<file path="config.mk">
export PLATFORM = sky130hd
export DESIGN_NAME = blsu_top
export DESIGN_NICKNAME = d
export VERILOG_FILES = /design/src/inc/blsu_pkg.sv /design/src/logic/blsu_alu.sv /design/src/logic/blsu_top.sv
export VERILOG_INCLUDE_DIRS = /design/src /design/src/inc
export SDC_FILE = /design/constraint.sdc
export NUM_CORES = 1
export LEC_CHECK = 0
export ABC_AREA = 1
export ABC_CLOCK_PERIOD_IN_PS = 3300
export BUFFER_PORTS_ARGS = -buffer_cell sky130_fd_sc_hd__buf_2
export CORE_MARGIN = 2
export CORE_UTILIZATION = 40
export CTS_BUF_LIST = sky130_fd_sc_hd__clkbuf_16
export DETAILED_ROUTE_END_ITERATION = 10
export PLACE_DENSITY_LB_ADDON = 0.25
export SYNTH_ARGS = -nofsm -noshare
export SYNTH_HDL_FRONTEND = slang
export SYNTH_HIERARCHICAL = 1
export SYNTH_SLANG_ARGS = --single-unit
export TNS_END_PERCENT = 20
</file>
<file path="constraint.sdc">
create_clock -name clk_i -period 3.3 [get_ports clk_i]
set_clock_uncertainty 0.15 [all_clocks]
set_input_delay 0.66 -clock clk_i [delete_from_list [all_inputs] [get_ports clk_i]]
set_output_delay 0.66 -clock clk_i [all_outputs]
set_load 0.01 [all_outputs]
</file>
<file path="src/inc/blsu_params.svh">
/*
 constants for the byte logic, shift and subtract unit: bus offsets, flag
 positions, reset values and operand limits. assumes 32-bit wishbone data.
*/
// Behaviour
// - subtract computes file minus accumulator in two's complement, updating carry, digit carry, zero
// - destination bit 0 sends file-op result to accumulator, 1 back to file register
// - rotate right through carry: old carry into bit 7, old bit 0 to carry
// - nibble swap exchanges bits 3:0 and 7:4, flags untouched
// - xor literal: accumulator xor 8-bit immediate into accumulator, only zero flag changes
// - xor file: accumulator xor file register, routed by destination, only zero flag changes
// - direction load with operand 6 copies accumulator to direction register, flags untouched
// - file operand address is 0 to 31 with a one-bit destination selector
`ifndef BLSU_PARAMS_SVH
`define BLSU_PARAMS_SVH

`define BLSU_ADR_ACC 4'h0
`define BLSU_ADR_STATUS 4'h4
`define BLSU_ADR_DIR 4'h8
`define BLSU_ADR_RESULT 4'hc

`define BLSU_BIT_C 0
`define BLSU_BIT_DCARRY 1
`define BLSU_BIT_Z 2

`define BLSU_RST_ACC 8'h00
`define BLSU_RST_DIR 8'hff
`define BLSU_RST_RESULT 8'h00

`define BLSU_DIR_OPERAND 5'h06
`define BLSU_FILE_ADDR_W 5

`endif

</file>
<file path="src/inc/blsu_pkg.sv">
/*
 types for the byte logic, shift and subtract unit.
 assumes blsu_params.svh is on the include path.
*/
`include "blsu_params.svh"
package blsu_pkg;
   typedef enum logic [2:0] {
      BLSU_OP_SUB_ACC_FROM_FILE = 3'h0,
      BLSU_OP_ROTATE_RIGHT_CARRY = 3'h1,
      BLSU_OP_NIBBLE_SWAP = 3'h2,
      BLSU_OP_XOR_LITERAL_ACC = 3'h3,
      BLSU_OP_XOR_ACC_FILE = 3'h4,
      BLSU_OP_DIRECTION_LOAD = 3'h5
   } blsu_op_t;

   typedef struct packed {
      blsu_op_t op;
      logic [`BLSU_FILE_ADDR_W-1:0] faddr;
      logic dest;
      logic [7:0] lit;
      logic [7:0] fdata;
   } blsu_req_t;

   typedef struct packed {
      logic z;
      logic digit_carry_flag;
      logic c;
   } blsu_flags_t;

   typedef struct packed {
      logic [7:0] value;
      blsu_flags_t flags;
      logic wr_acc;
      logic wr_file;
      logic wr_dir;
   } blsu_res_t;
endpackage

</file>
<file path="src/logic/blsu_alu.sv">
/*
 combinational result and flag logic for one operation.
 assumes the request is stable while the caller samples the result.
*/
`timescale 1ns/100ps
`include "blsu_params.svh"
module blsu_alu
   import blsu_pkg::*;
(
   input wire blsu_req_t req_i,
   input wire logic [7:0] acc_i,
   input wire blsu_flags_t flags_i,
   output blsu_res_t res_o
);
   function automatic logic is_zero(input logic [7:0] v);
      return v == 8'h00;
   endfunction

   logic [8:0] diff;
   logic [4:0] nib;

   always_comb begin
      diff = {1'b0, req_i.fdata} + {1'b0, ~acc_i} + 9'h001;
      nib = {1'b0, req_i.fdata[3:0]} + {1'b0, ~acc_i[3:0]} + 5'h01;
      res_o.value = req_i.fdata;
      res_o.flags = flags_i;
      res_o.wr_acc = 1'b0;
      res_o.wr_file = 1'b0;
      res_o.wr_dir = 1'b0;
      case (req_i.op)
         BLSU_OP_SUB_ACC_FROM_FILE: begin
            res_o.value = diff[7:0];
            res_o.flags.c = diff[8];
            res_o.flags.digit_carry_flag = nib[4];
            res_o.flags.z = is_zero(diff[7:0]);
            res_o.wr_acc = ~req_i.dest;
            res_o.wr_file = req_i.dest;
         end
         BLSU_OP_ROTATE_RIGHT_CARRY: begin
            res_o.value = {flags_i.c, req_i.fdata[7:1]};
            res_o.flags.c = req_i.fdata[0];
            res_o.wr_acc = ~req_i.dest;
            res_o.wr_file = req_i.dest;
         end
         BLSU_OP_NIBBLE_SWAP: begin
            res_o.value = {req_i.fdata[3:0], req_i.fdata[7:4]};
            res_o.wr_acc = ~req_i.dest;
            res_o.wr_file = req_i.dest;
         end
         BLSU_OP_XOR_LITERAL_ACC: begin
            res_o.value = acc_i ^ req_i.lit;
            res_o.flags.z = is_zero(acc_i ^ req_i.lit);
            res_o.wr_acc = 1'b1;
         end
         BLSU_OP_XOR_ACC_FILE: begin
            res_o.value = acc_i ^ req_i.fdata;
            res_o.flags.z = is_zero(acc_i ^ req_i.fdata);
            res_o.wr_acc = ~req_i.dest;
            res_o.wr_file = req_i.dest;
         end
         BLSU_OP_DIRECTION_LOAD: begin
            res_o.value = acc_i;
            res_o.wr_dir = (req_i.faddr == `BLSU_DIR_OPERAND);
         end
         default: begin
            res_o.value = req_i.fdata;
         end
      endcase
   end
endmodule

</file>
<file path="src/logic/blsu_top.sv">
/*
 byte logic, shift and subtract unit: executes one operation per op_valid_i
 and exposes accumulator, flags and direction register over wishbone.
 assumes the decoder supplies the addressed file register value with the
 request and accepts file_wr_o one cycle later; one clock, synchronous reset.
*/
// Added by the designer: the address map and the Wishbone register port.
`timescale 1ns/100ps
`include "blsu_params.svh"
module blsu_top
   import blsu_pkg::*;
(
   input wire logic clk_i,
   input wire logic rst_i,
   input wire logic wb_cyc_i,
   input wire logic wb_stb_i,
   input wire logic wb_we_i,
   input wire logic [3:0] wb_adr_i,
   input wire logic [3:0] wb_sel_i,
   input wire logic [31:0] wb_dat_i,
   output logic [31:0] wb_dat_o,
   output logic wb_ack_o,
   input wire logic op_valid_i,
   input wire blsu_req_t req_i,
   output logic op_done_o,
   output logic file_wr_o,
   output logic [`BLSU_FILE_ADDR_W-1:0] file_addr_o,
   output logic [7:0] file_wdata_o,
   output logic [7:0] acc_o,
   output blsu_flags_t flags_o,
   output logic [7:0] dir_o
);
   logic [7:0] acc_q;
   blsu_flags_t flags_q;
   logic [7:0] dir_q;
   logic [7:0] result_q;
   logic ack_q;
   logic [31:0] rdat_q;
   logic file_wr_q;
   logic [`BLSU_FILE_ADDR_W-1:0] file_addr_q;
   logic [7:0] file_wdata_q;
   logic done_q;
   blsu_res_t res;
   logic bus_req;
   logic bus_wr;
   logic [31:0] rdat_d;

   blsu_alu u_alu (
      .req_i(req_i),
      .acc_i(acc_q),
      .flags_i(flags_q),
      .res_o(res)
   );

   // bus write lands on the edge that the master sees ack
   assign bus_req = wb_cyc_i & wb_stb_i;
   assign bus_wr = bus_req & wb_we_i & ack_q & wb_sel_i[0];

   always_comb begin
      rdat_d = 32'h0000_0000;
      case (wb_adr_i)
         `BLSU_ADR_ACC: begin
            rdat_d = {24'h00_0000, acc_q};
         end
         `BLSU_ADR_STATUS: begin
            rdat_d[`BLSU_BIT_C] = flags_q.c;
            rdat_d[`BLSU_BIT_DCARRY] = flags_q.digit_carry_flag;
            rdat_d[`BLSU_BIT_Z] = flags_q.z;
         end
         `BLSU_ADR_DIR: begin
            rdat_d = {24'h00_0000, dir_q};
         end
         `BLSU_ADR_RESULT: begin
            rdat_d = {24'h00_0000, result_q};
         end
         default: begin
            rdat_d = 32'h0000_0000;
         end
      endcase
   end

   // ack one cycle after the request, dropped the cycle after
   always_ff @(posedge clk_i) begin
      if (rst_i) begin
         ack_q <= 1'b0;
         rdat_q <= 32'h0000_0000;
      end else begin
         ack_q <= bus_req & ~ack_q;
         if (bus_req & ~ack_q) begin
            rdat_q <= rdat_d;
         end
      end
   end

   // accumulator: an operation wins over a bus write in the same cycle
   always_ff @(posedge clk_i) begin
      if (rst_i) begin
         acc_q <= `BLSU_RST_ACC;
      end else if (op_valid_i && res.wr_acc) begin
         acc_q <= res.value;
      end else if (bus_wr && wb_adr_i == `BLSU_ADR_ACC) begin
         acc_q <= wb_dat_i[7:0];
      end
   end

   // status flags
   always_ff @(posedge clk_i) begin
      if (rst_i) begin
         flags_q <= '0;
      end else if (op_valid_i) begin
         flags_q <= res.flags;
      end else if (bus_wr && wb_adr_i == `BLSU_ADR_STATUS) begin
         flags_q.c <= wb_dat_i[`BLSU_BIT_C];
         flags_q.digit_carry_flag <= wb_dat_i[`BLSU_BIT_DCARRY];
         flags_q.z <= wb_dat_i[`BLSU_BIT_Z];
      end
   end

   // port direction register
   always_ff @(posedge clk_i) begin
      if (rst_i) begin
         dir_q <= `BLSU_RST_DIR;
      end else if (op_valid_i && res.wr_dir) begin
         dir_q <= res.value;
      end else if (bus_wr && wb_adr_i == `BLSU_ADR_DIR) begin
         dir_q <= wb_dat_i[7:0];
      end
   end

   // file write-back and last result
   always_ff @(posedge clk_i) begin
      if (rst_i) begin
         file_wr_q <= 1'b0;
         file_addr_q <= '0;
         file_wdata_q <= 8'h00;
         result_q <= `BLSU_RST_RESULT;
         done_q <= 1'b0;
      end else begin
         file_wr_q <= op_valid_i & res.wr_file;
         done_q <= op_valid_i;
         if (op_valid_i) begin
            file_addr_q <= req_i.faddr;
            file_wdata_q <= res.value;
            result_q <= res.value;
         end
      end
   end

   assign wb_ack_o = ack_q;
   assign wb_dat_o = rdat_q;
   assign op_done_o = done_q;
   assign file_wr_o = file_wr_q;
   assign file_addr_o = file_addr_q;
   assign file_wdata_o = file_wdata_q;
   assign acc_o = acc_q;
   assign flags_o = flags_q;
   assign dir_o = dir_q;

   logic is_sub;
   logic is_rot;
   logic is_swap;
   logic is_xlit;
   logic is_xfile;
   logic is_dir;
   assign is_sub = op_valid_i && req_i.op == BLSU_OP_SUB_ACC_FROM_FILE;
   assign is_rot = op_valid_i && req_i.op == BLSU_OP_ROTATE_RIGHT_CARRY;
   assign is_swap = op_valid_i && req_i.op == BLSU_OP_NIBBLE_SWAP;
   assign is_xlit = op_valid_i && req_i.op == BLSU_OP_XOR_LITERAL_ACC;
   assign is_xfile = op_valid_i && req_i.op == BLSU_OP_XOR_ACC_FILE;
   assign is_dir = op_valid_i && req_i.op == BLSU_OP_DIRECTION_LOAD;
endmodule

</file>
; ---- After elaboration in Yosys (flattened, before gate mapping)
; Index checks and enable logic that the tools add are counted.
[totals]
out_inout_bits = 67
ff_bits = 67
word_cells = 71
in_bits = 71
[classes]
muxes = 15
bitwise = 12
add_sub_neg = 4
n_eq_ne = 12
reduce_logical = 17
[ops]
columns = cell, n
row1 = case mux 8 bit (6 select lines), 1
row2 = two-way mux 8 bit, 4
row3 = zero test 8 bit, 3
row4 = bitwise XOR 8 bit, 2
row5 = case mux 5 bit (3 select lines), 1
row6 = case mux 3 bit (4 select lines), 1
row7 = adder 8 x 8 -> 9 bit, 1
row8 = adder 9 x 1 -> 9 bit (second input constant), 1
row9 = == test 4 bit (second input constant), 2
row10 = NOT 8 bit, 1
row11 = AND 1 bit, 6
row12 = == test 3 x 2 -> 1 bit (second input constant), 2
row13 = == test 3 bit (second input constant), 2
row14 = two-way mux 3 bit, 2
row15 = AND reduction 2 bit, 3
row16 = nonzero test 2 bit, 3
row17 = adder 4 x 4 -> 5 bit, 1
row18 = adder 5 x 1 -> 5 bit (second input constant), 1
row19 = == test 5 x 3 -> 1 bit (second input constant), 1
row20 = logical AND 1 bit, 5
row21 = == test 4 x 3 -> 1 bit (second input constant), 1
row22 = zero test 4 bit, 1
row23 = != test 4 x 1 -> 1 bit (second input constant), 1
row24 = NOT 4 bit, 1
row25 = 9 further kinds, 13

; ---- Longest topological paths before layout
; Gate-level depths: netlist (run 1).
[depth]
depth_word = 7
mapped_depth = 17

; ---- Modules after synthesis
; The synthesis (run 1) kept the hierarchy.
[modules_own_cells]
columns = module, area_each_um2, seq_area_each_um2, instances, cells_each
row1 = blsu_top, 2293.4, 860.8, 1, 316
row2 = blsu_alu, 1063.5, 0.0, 1, 203

; ---- Least setup slack after synthesis (run 1)
; Ideal clock, no wire load.
[synth_path]
kind = input to register
from = in req_i[0] (netlist bit)
to = reg acc_q[6], in the netlist acc_o[6]
required_time_ns = 3.084
stages = 15
n_path_buf = 0
setup_time_ns = 0.066
arrival_ns = 2.247
setup_slack_ns = 0.837
cell_sequence = inv_1 > ha_1 > inv_1 > fa_1 > nand2_1 > nand2_1 > nand3_1 > nand3_1 > nand2_1 > nand2_1 > o211ai_1 > inv_1 > o21ai_0 > nand2_2 > a21oi_2
[synth_lines]
columns = element, line
row1 = "start, declared", blsu_top.sv:24  ; input wire blsu_req_t req_i,
row2 = "end signal, assigned", blsu_top.sv:98  ; acc_q <= `BLSU_RST_ACC;
row3 = "end signal, assigned", blsu_top.sv:100  ; acc_q <= res.value;
row4 = "end signal, assigned", blsu_top.sv:102  ; acc_q <= wb_dat_i[7:0];
row5 = "end, declared", blsu_top.sv:33  ; logic [7:0] acc_q;

==> out/results.ini, run 1 <==
[yosys]
yosys.area_share.simple=0.378
syn-cell-area_mm2=0.00336
ys_warn_count=6
synth_xor_area_frac=0.0235
synth.avg_cell_area_um2=6.47
syn_inst=519
synth_top_area_frac=0.256
ys_seq_area_frac=0.256
yosys.area_share.adder=0.0395
synth_area_leaders=dfxtp_1 26%, nand2_1 14%, nand3_1 9.2%
synth_common_cells=122 x nand2_1, 62 x nand3_1, 50 x inv_1
async_flop_share=0
synth_largest_area_cell=dfxtp_1
synthMuxAreaShare=0
synth_top_family_by_area=simple AND/OR/NAND/NOR gates
ys_types=40
synth-seq-cells=43
synth.most_common_cell=nand2_1
synth_compound_area_frac=0.157
ys.flop_type=dfxtp_1
synth-edff-count=0

[clock_tree]
hold_buffers=0
clkTransAtPathRegs_ps=60
post_cts_buffers=0
clockRootBuffer=clkbuf_16
htreeDepth=2
clock_path_buffers=2
cts_resized=0
cts_tree=yes
numCtsBuffers=5
clock_sinks=43
insertion_delay_ps=290

[power]
p_sw_uw=486
p_leak_nw=1.96
p_seq_frac=0.373
pwr-share-comb=0.246
irDropWorstVdd_mv=0.238
pwr-share-clk=0.381
intPower_mw=1.03
p_per_area_mw_per_mm2=384
switching_share=0.321

[hold_path]
hold_depth=2
holdPathEnd=wb_dat_o[3]
hold_start=wb_dat_o[3]
holdCritPathClass=reg2reg

[global_route]
grt_pass1_wl_um=15900
grt_usage=0.229
grt_pass1_vias=3129
antenna_found_initial=0
grt_max_degree=30
grt_overflow_total=0

[setup_path]
worst_ep_required_time_ps=3370
r2r-start=acc_o[2]
worstPathArrival_ps=2670
start_kind=input pin
r2r-end=acc_o[7]
reg2reg_depth=14
rrSetupSlack_ps=790
path_class=in2reg
cp_max_fo=4
endpoint_kind=flip-flop

[floorplanning]
placementRows=33
core_area_mm2=0.00818
io_pins=138
die_h_um=95.6
fp.dieW_um=95.6
initial_core_util=0.411
dieArea_mm2=0.00914

[routing]
routed_via_density=5.17
drtIter0Drc=268
route.vias.total=3653
drc=0
wl_per_cell_um=14.9
final_antenna_net_count=0
dr.pass1.iters=5
wl_um=10500

[flow_run]
maxCapViolCount=0

[cells_and_area]
diodes=0
drive_above_1_share=0.226
syn2layout_area_growth_pct=17.5
nNetsFinal=682
final_util=0.482

[timing]
setup_tns_ps=0
max_slew_margin=0.568
fin_crit_ps=2600
worst_pin_slew_ps=647
slew_viol_final=0
fmax_mhz=385
rsz0062_at_grt=false
fin_worst_hold_slack_ps=312
finalSetupViolations=0
fin_crit_sh=0.787
hold_viol=0
setup_slack_ps=703

[placement]
dp_hpwl_um=8290
post-place-ws_ps=441
portBuffers=86
place_congestion=0.969

[outcome]
status=finished clean

final cells by class:
type                    instances  area (um2)
clock buffers                   5         125
clock inverters                 3        46.3
fillers                       887        4230
inverters                      57         215
multi-input cells             403        2100
flip-flops and latches         43         861
well taps                     105         131
repair buffers                 91         468
sequential cells by signal, summed over array words and instances, names as in the netlist:
signal and count:
file_wdata_o 8, wb_dat_o 8, op_done_o 1, file_wr_o 1
dir_o 8, file_addr_o 5, acc_o 8, flags_o 3
wb_ack_o 1
logic make-up (layout without fill, tap and decap cells):
family,Yosys count,in the layout
simple gates,268,268
fa+ha+maj,10,10
other cells,1,24
flops,43,43
buf+inv,96,156
compound gates,92,92
xor+xnor,9,9
per-stage QoR:
step	total power, mW	std cells	cell area, um2
after floorplan	0.836	542	3440
after global placement	0.941	699	3770
after detailed placement	0.944	699	3770
after CTS	1.52	707	3940
after global routing	1.59	707	3940
final	1.52	707	3940
layout by cell type, fill, tap and decap left out, types with 24 or more instances in the layout:
cell / n
buf_2: 86
inv_1: 50
a21oi_1: 24
nand2_1: 122
o21ai_0: 37
nor2_1: 43
nand3_1: 62
dfxtp_1: 43
conb_1: 24
worst max-delay path, stage by stage:
cell	delay, ps
buf_2	110
inv_1	140
ha_1	160
inv_1	50
fa_1	430
nand2_1	90
nand2_1	80
nand3_1	120
nand3_1	80
nand2_1	90
nand2_1	60
o211ai_1	110
inv_1	100
o21ai_0	210
nand2_2	80
a21oi_2	100
worst max path at each step:
stage                     cells after the start       end     start  slack [ps]
after floorplan                              15  acc_o[6]  req_i[0]         840
after global placement                       16  acc_o[6]  req_i[0]         460
after detailed placement                     16  acc_o[6]  req_i[0]         440
after CTS                                    16  acc_o[6]  req_i[0]         730
after global routing                         16  acc_o[6]  req_i[0]         560
final                                        16  acc_o[6]  req_i[0]         700
layer usage:
metal	global-route usage	up-vias	wire length (um)
met5	0	-	0
met4	0.0405	0	70
li1	-	1833	-
met1	0.336	1666	4960
met2	0.351	146	4650
met3	0.0419	8	871
power by group through the flow:
stage / combinational (mW) / clock, mW / sequential, mW
after floorplan: 0.255 / 0 / 0.582
after global placement: 0.365 / 0 / 0.576
after detailed placement: 0.367 / 0 / 0.576
after CTS: 0.369 / 0.583 / 0.565
after global routing: 0.416 / 0.605 / 0.567
final: 0.372 / 0.577 / 0.566
No activity file was read; power rests on OpenSTA's default activity.
==> inputs of run 2 (changes only) <==
--- a/config.mk
+++ b/config.mk
@@ -7,7 +7,7 @@
 export NUM_CORES = 1
 export LEC_CHECK = 0
 export ABC_AREA = 1
-export ABC_CLOCK_PERIOD_IN_PS = 3300
+export ABC_CLOCK_PERIOD_IN_PS = 2650
 export BUFFER_PORTS_ARGS = -buffer_cell sky130_fd_sc_hd__buf_2
 export CORE_MARGIN = 2
 export CORE_UTILIZATION = 40
==> constraint.sdc (replaced) <==
create_clock -name clk_i -period 2.65 [get_ports clk_i]
set_clock_uncertainty 0.15 [all_clocks]
set_input_delay 0.53 -clock clk_i [delete_from_list [all_inputs] [get_ports clk_i]]
set_output_delay 0.53 -clock clk_i [all_outputs]
set_load 0.01 [all_outputs]
==> run 2 against run 1 <==
Sequential share of layout area shrank 0.25 points. Combinational power increased by 27%. Count of clock-buffer cells in the layout stayed put. Register-to-register slack got worse by 470 ps. Flip-flop and latch count did not move. Sequential power up 24%. Largest power group unchanged.
==> out/results.ini, run 2 (synthesized netlist as in run 1, its figures left out) <==
[timing]
fmax_mhz=425
fin_crit_ps=2350
fin_crit_sh=0.888
worst_pin_slew_ps=654  ; was 647 ps
slew_viol_final=0  ; unchanged
finalSetupViolations=0  ; unchanged
hold_viol=0  ; unchanged
setup_tns_ps=0  ; unchanged
rsz0062_at_grt=false  ; unchanged
max_slew_margin=0.563  ; was 0.568

[outcome]
status=finished clean  ; unchanged

[clock_tree]
hold_buffers=0  ; unchanged
numCtsBuffers=5  ; unchanged
cts_tree=yes  ; unchanged
htreeDepth=2  ; unchanged
insertion_delay_ps=290  ; about the same
cts_resized=0  ; unchanged
post_cts_buffers=0  ; unchanged
clock_path_buffers=2  ; unchanged
clockRootBuffer=clkbuf_16  ; unchanged
clkTransAtPathRegs_ps=60  ; about the same
clock_sinks=43  ; unchanged

[cells_and_area]
final_cell_mix=122 x nand2_1, 86 x buf_2, 62 x nand3_1, 50 x inv_1  ; unchanged
final_area_mm2=0.00399  ; was 0.00394 mm2
drive_above_1_share=0.234  ; was 0.226
syn2layout_area_growth_pct=18.9  ; was 17.5%
diodes=0  ; unchanged
fill_cells=905  ; was 887
nNetsFinal=688  ; was 682
mostFrequentLayoutCell=nand2_1  ; unchanged

[floorplanning]
placementRows=33  ; unchanged
initial_core_util=0.411  ; unchanged
dieArea_mm2=0.00914  ; unchanged
io_pins=138  ; unchanged
core_area_mm2=0.00818  ; unchanged
die_h_um=95.6  ; unchanged
fp.dieW_um=95.6  ; unchanged

[global_route]
grt_usage=0.236  ; was 0.229
grt_use_met1=0.328  ; was 0.336
antenna_found_initial=0  ; unchanged
grt_pass1_wl_um=16400  ; was 15,900 um
grt_max_degree=29  ; was 30
use_met3=0.0451  ; was 0.0419
grt_overflow_total=0  ; unchanged
met2_usage=0.376  ; was 0.351
grt_pass1_vias=3279  ; was 3,129
grt-busiest-layer=met2  ; unchanged

[setup_path]
endpoint_kind=flip-flop  ; unchanged
reg2reg_depth=14  ; unchanged
cp_max_fo=3  ; was 4
cp-endpoint=acc_o[6]  ; unchanged
startpoint=req_i[0]  ; unchanged
worstPathArrival_ps=2430  ; was 2670 ps
path_class=in2reg  ; unchanged
start_kind=input pin  ; unchanged
r2r-start=acc_o[2]  ; unchanged
r2r-end=acc_o[7]  ; unchanged
worst_ep_required_time_ps=2720  ; was 3370 ps
rrSetupSlack_ps=320  ; was 790 ps

[hold_path]
holdCritPathClass=reg2reg  ; unchanged

[routing]
drc=0  ; unchanged
final_antenna_net_count=0  ; unchanged
wl_per_cell_um=14.9  ; about the same
wl_um=10600  ; was 10,500 um
dr.pass1.iters=5  ; unchanged
routed_via_density=5.09  ; was 5.17
route.vias.total=3627  ; was 3,653
drtIter0Drc=234  ; was 268

[power]
p_per_area_mw_per_mm2=473  ; was 384 mW/mm2
irDropWorstVdd_mv=0.401  ; was 0.238 mV
power_mw=1.89  ; was 1.52 mW
p_leak_nw=1.99  ; was 1.96 nW

[placement]
place_congestion=0.999  ; was 0.969
placed_cell_area_mm2=0.00382  ; was 0.00377 mm2
dp_hpwl_um=8530  ; was 8290 um
portBuffers=86  ; unchanged

[flow_run]
maxCapViolCount=0  ; unchanged

==> run 2: through the flow <==
stage	utilization	instances	hold WS, ps	worst slack (ps)
after global placement	0.467	705	302	42.3
after detailed placement	0.467	705	305	13.3
after global routing	0.488	713	336	97.2
after floorplan	-	542	340	317
after CTS	0.488	713	314	296
final	0.488	713	313	297
==> run 2: final cells by class <==
cell class | count | area (um2) | share of cell area
clock buffer | 5 | 125 | 0.0314
clock inverter | 3 | 47.5 | 0.0119
inverter | 57 | 215 | 0.0539
multi-input combinational | 403 | 2100 | 0.526
sequential | 43 | 861 | 0.216
tap | 105 | 131 | 0.0329
timing repair buffer | 97 | 513 | 0.129
==> run 2: worst min-delay path by stage <==
stage	start	to	slack, ps	cells past startpoint
finish	wb_dat_o[4]	wb_dat_o[4]	310	2
global route	wb_dat_o[7]	wb_dat_o[7]	340	2
CTS	wb_dat_o[5]	wb_dat_o[5]	310	2
detailed placement	wb_dat_o[5]	wb_dat_o[5]	300	2
global placement	wb_dat_o[4]	wb_dat_o[4]	300	2
floorplan	wb_dat_o[0]	wb_dat_o[0]	340	2
==> run 2: critical path: stages <==
cell and delay (ps):
buf_2 110, inv_1 70, ha_1 140, inv_1 50, fa_1 430, nand2_1 80
nand2_1 90, nand3_1 110, nand3_1 80, nand2_1 90, nand2_1 50, o211ai_1 100
inv_1 100, o21ai_0 200, nand2_2 80, a21oi_2 110
==> run 2: metal layers <==
metal / share of wire / wire [um] / vias up
li1: - / - / 1842
met4: 0.012 / 123 / 0
met1: 0.46 / 4850 / 1623
met5: 0 / 0 / -
met3: 0.084 / 891 / 14
met2: 0.45 / 4730 / 148
==> run 2: report_power, final <==
part	switching (mW)	total, mW	internal (mW)
sequential	0.0260	0.701	0.675
combinational	0.309	0.473	0.164
clock	0.265	0.715	0.449
total	0.600	1.89	1.29
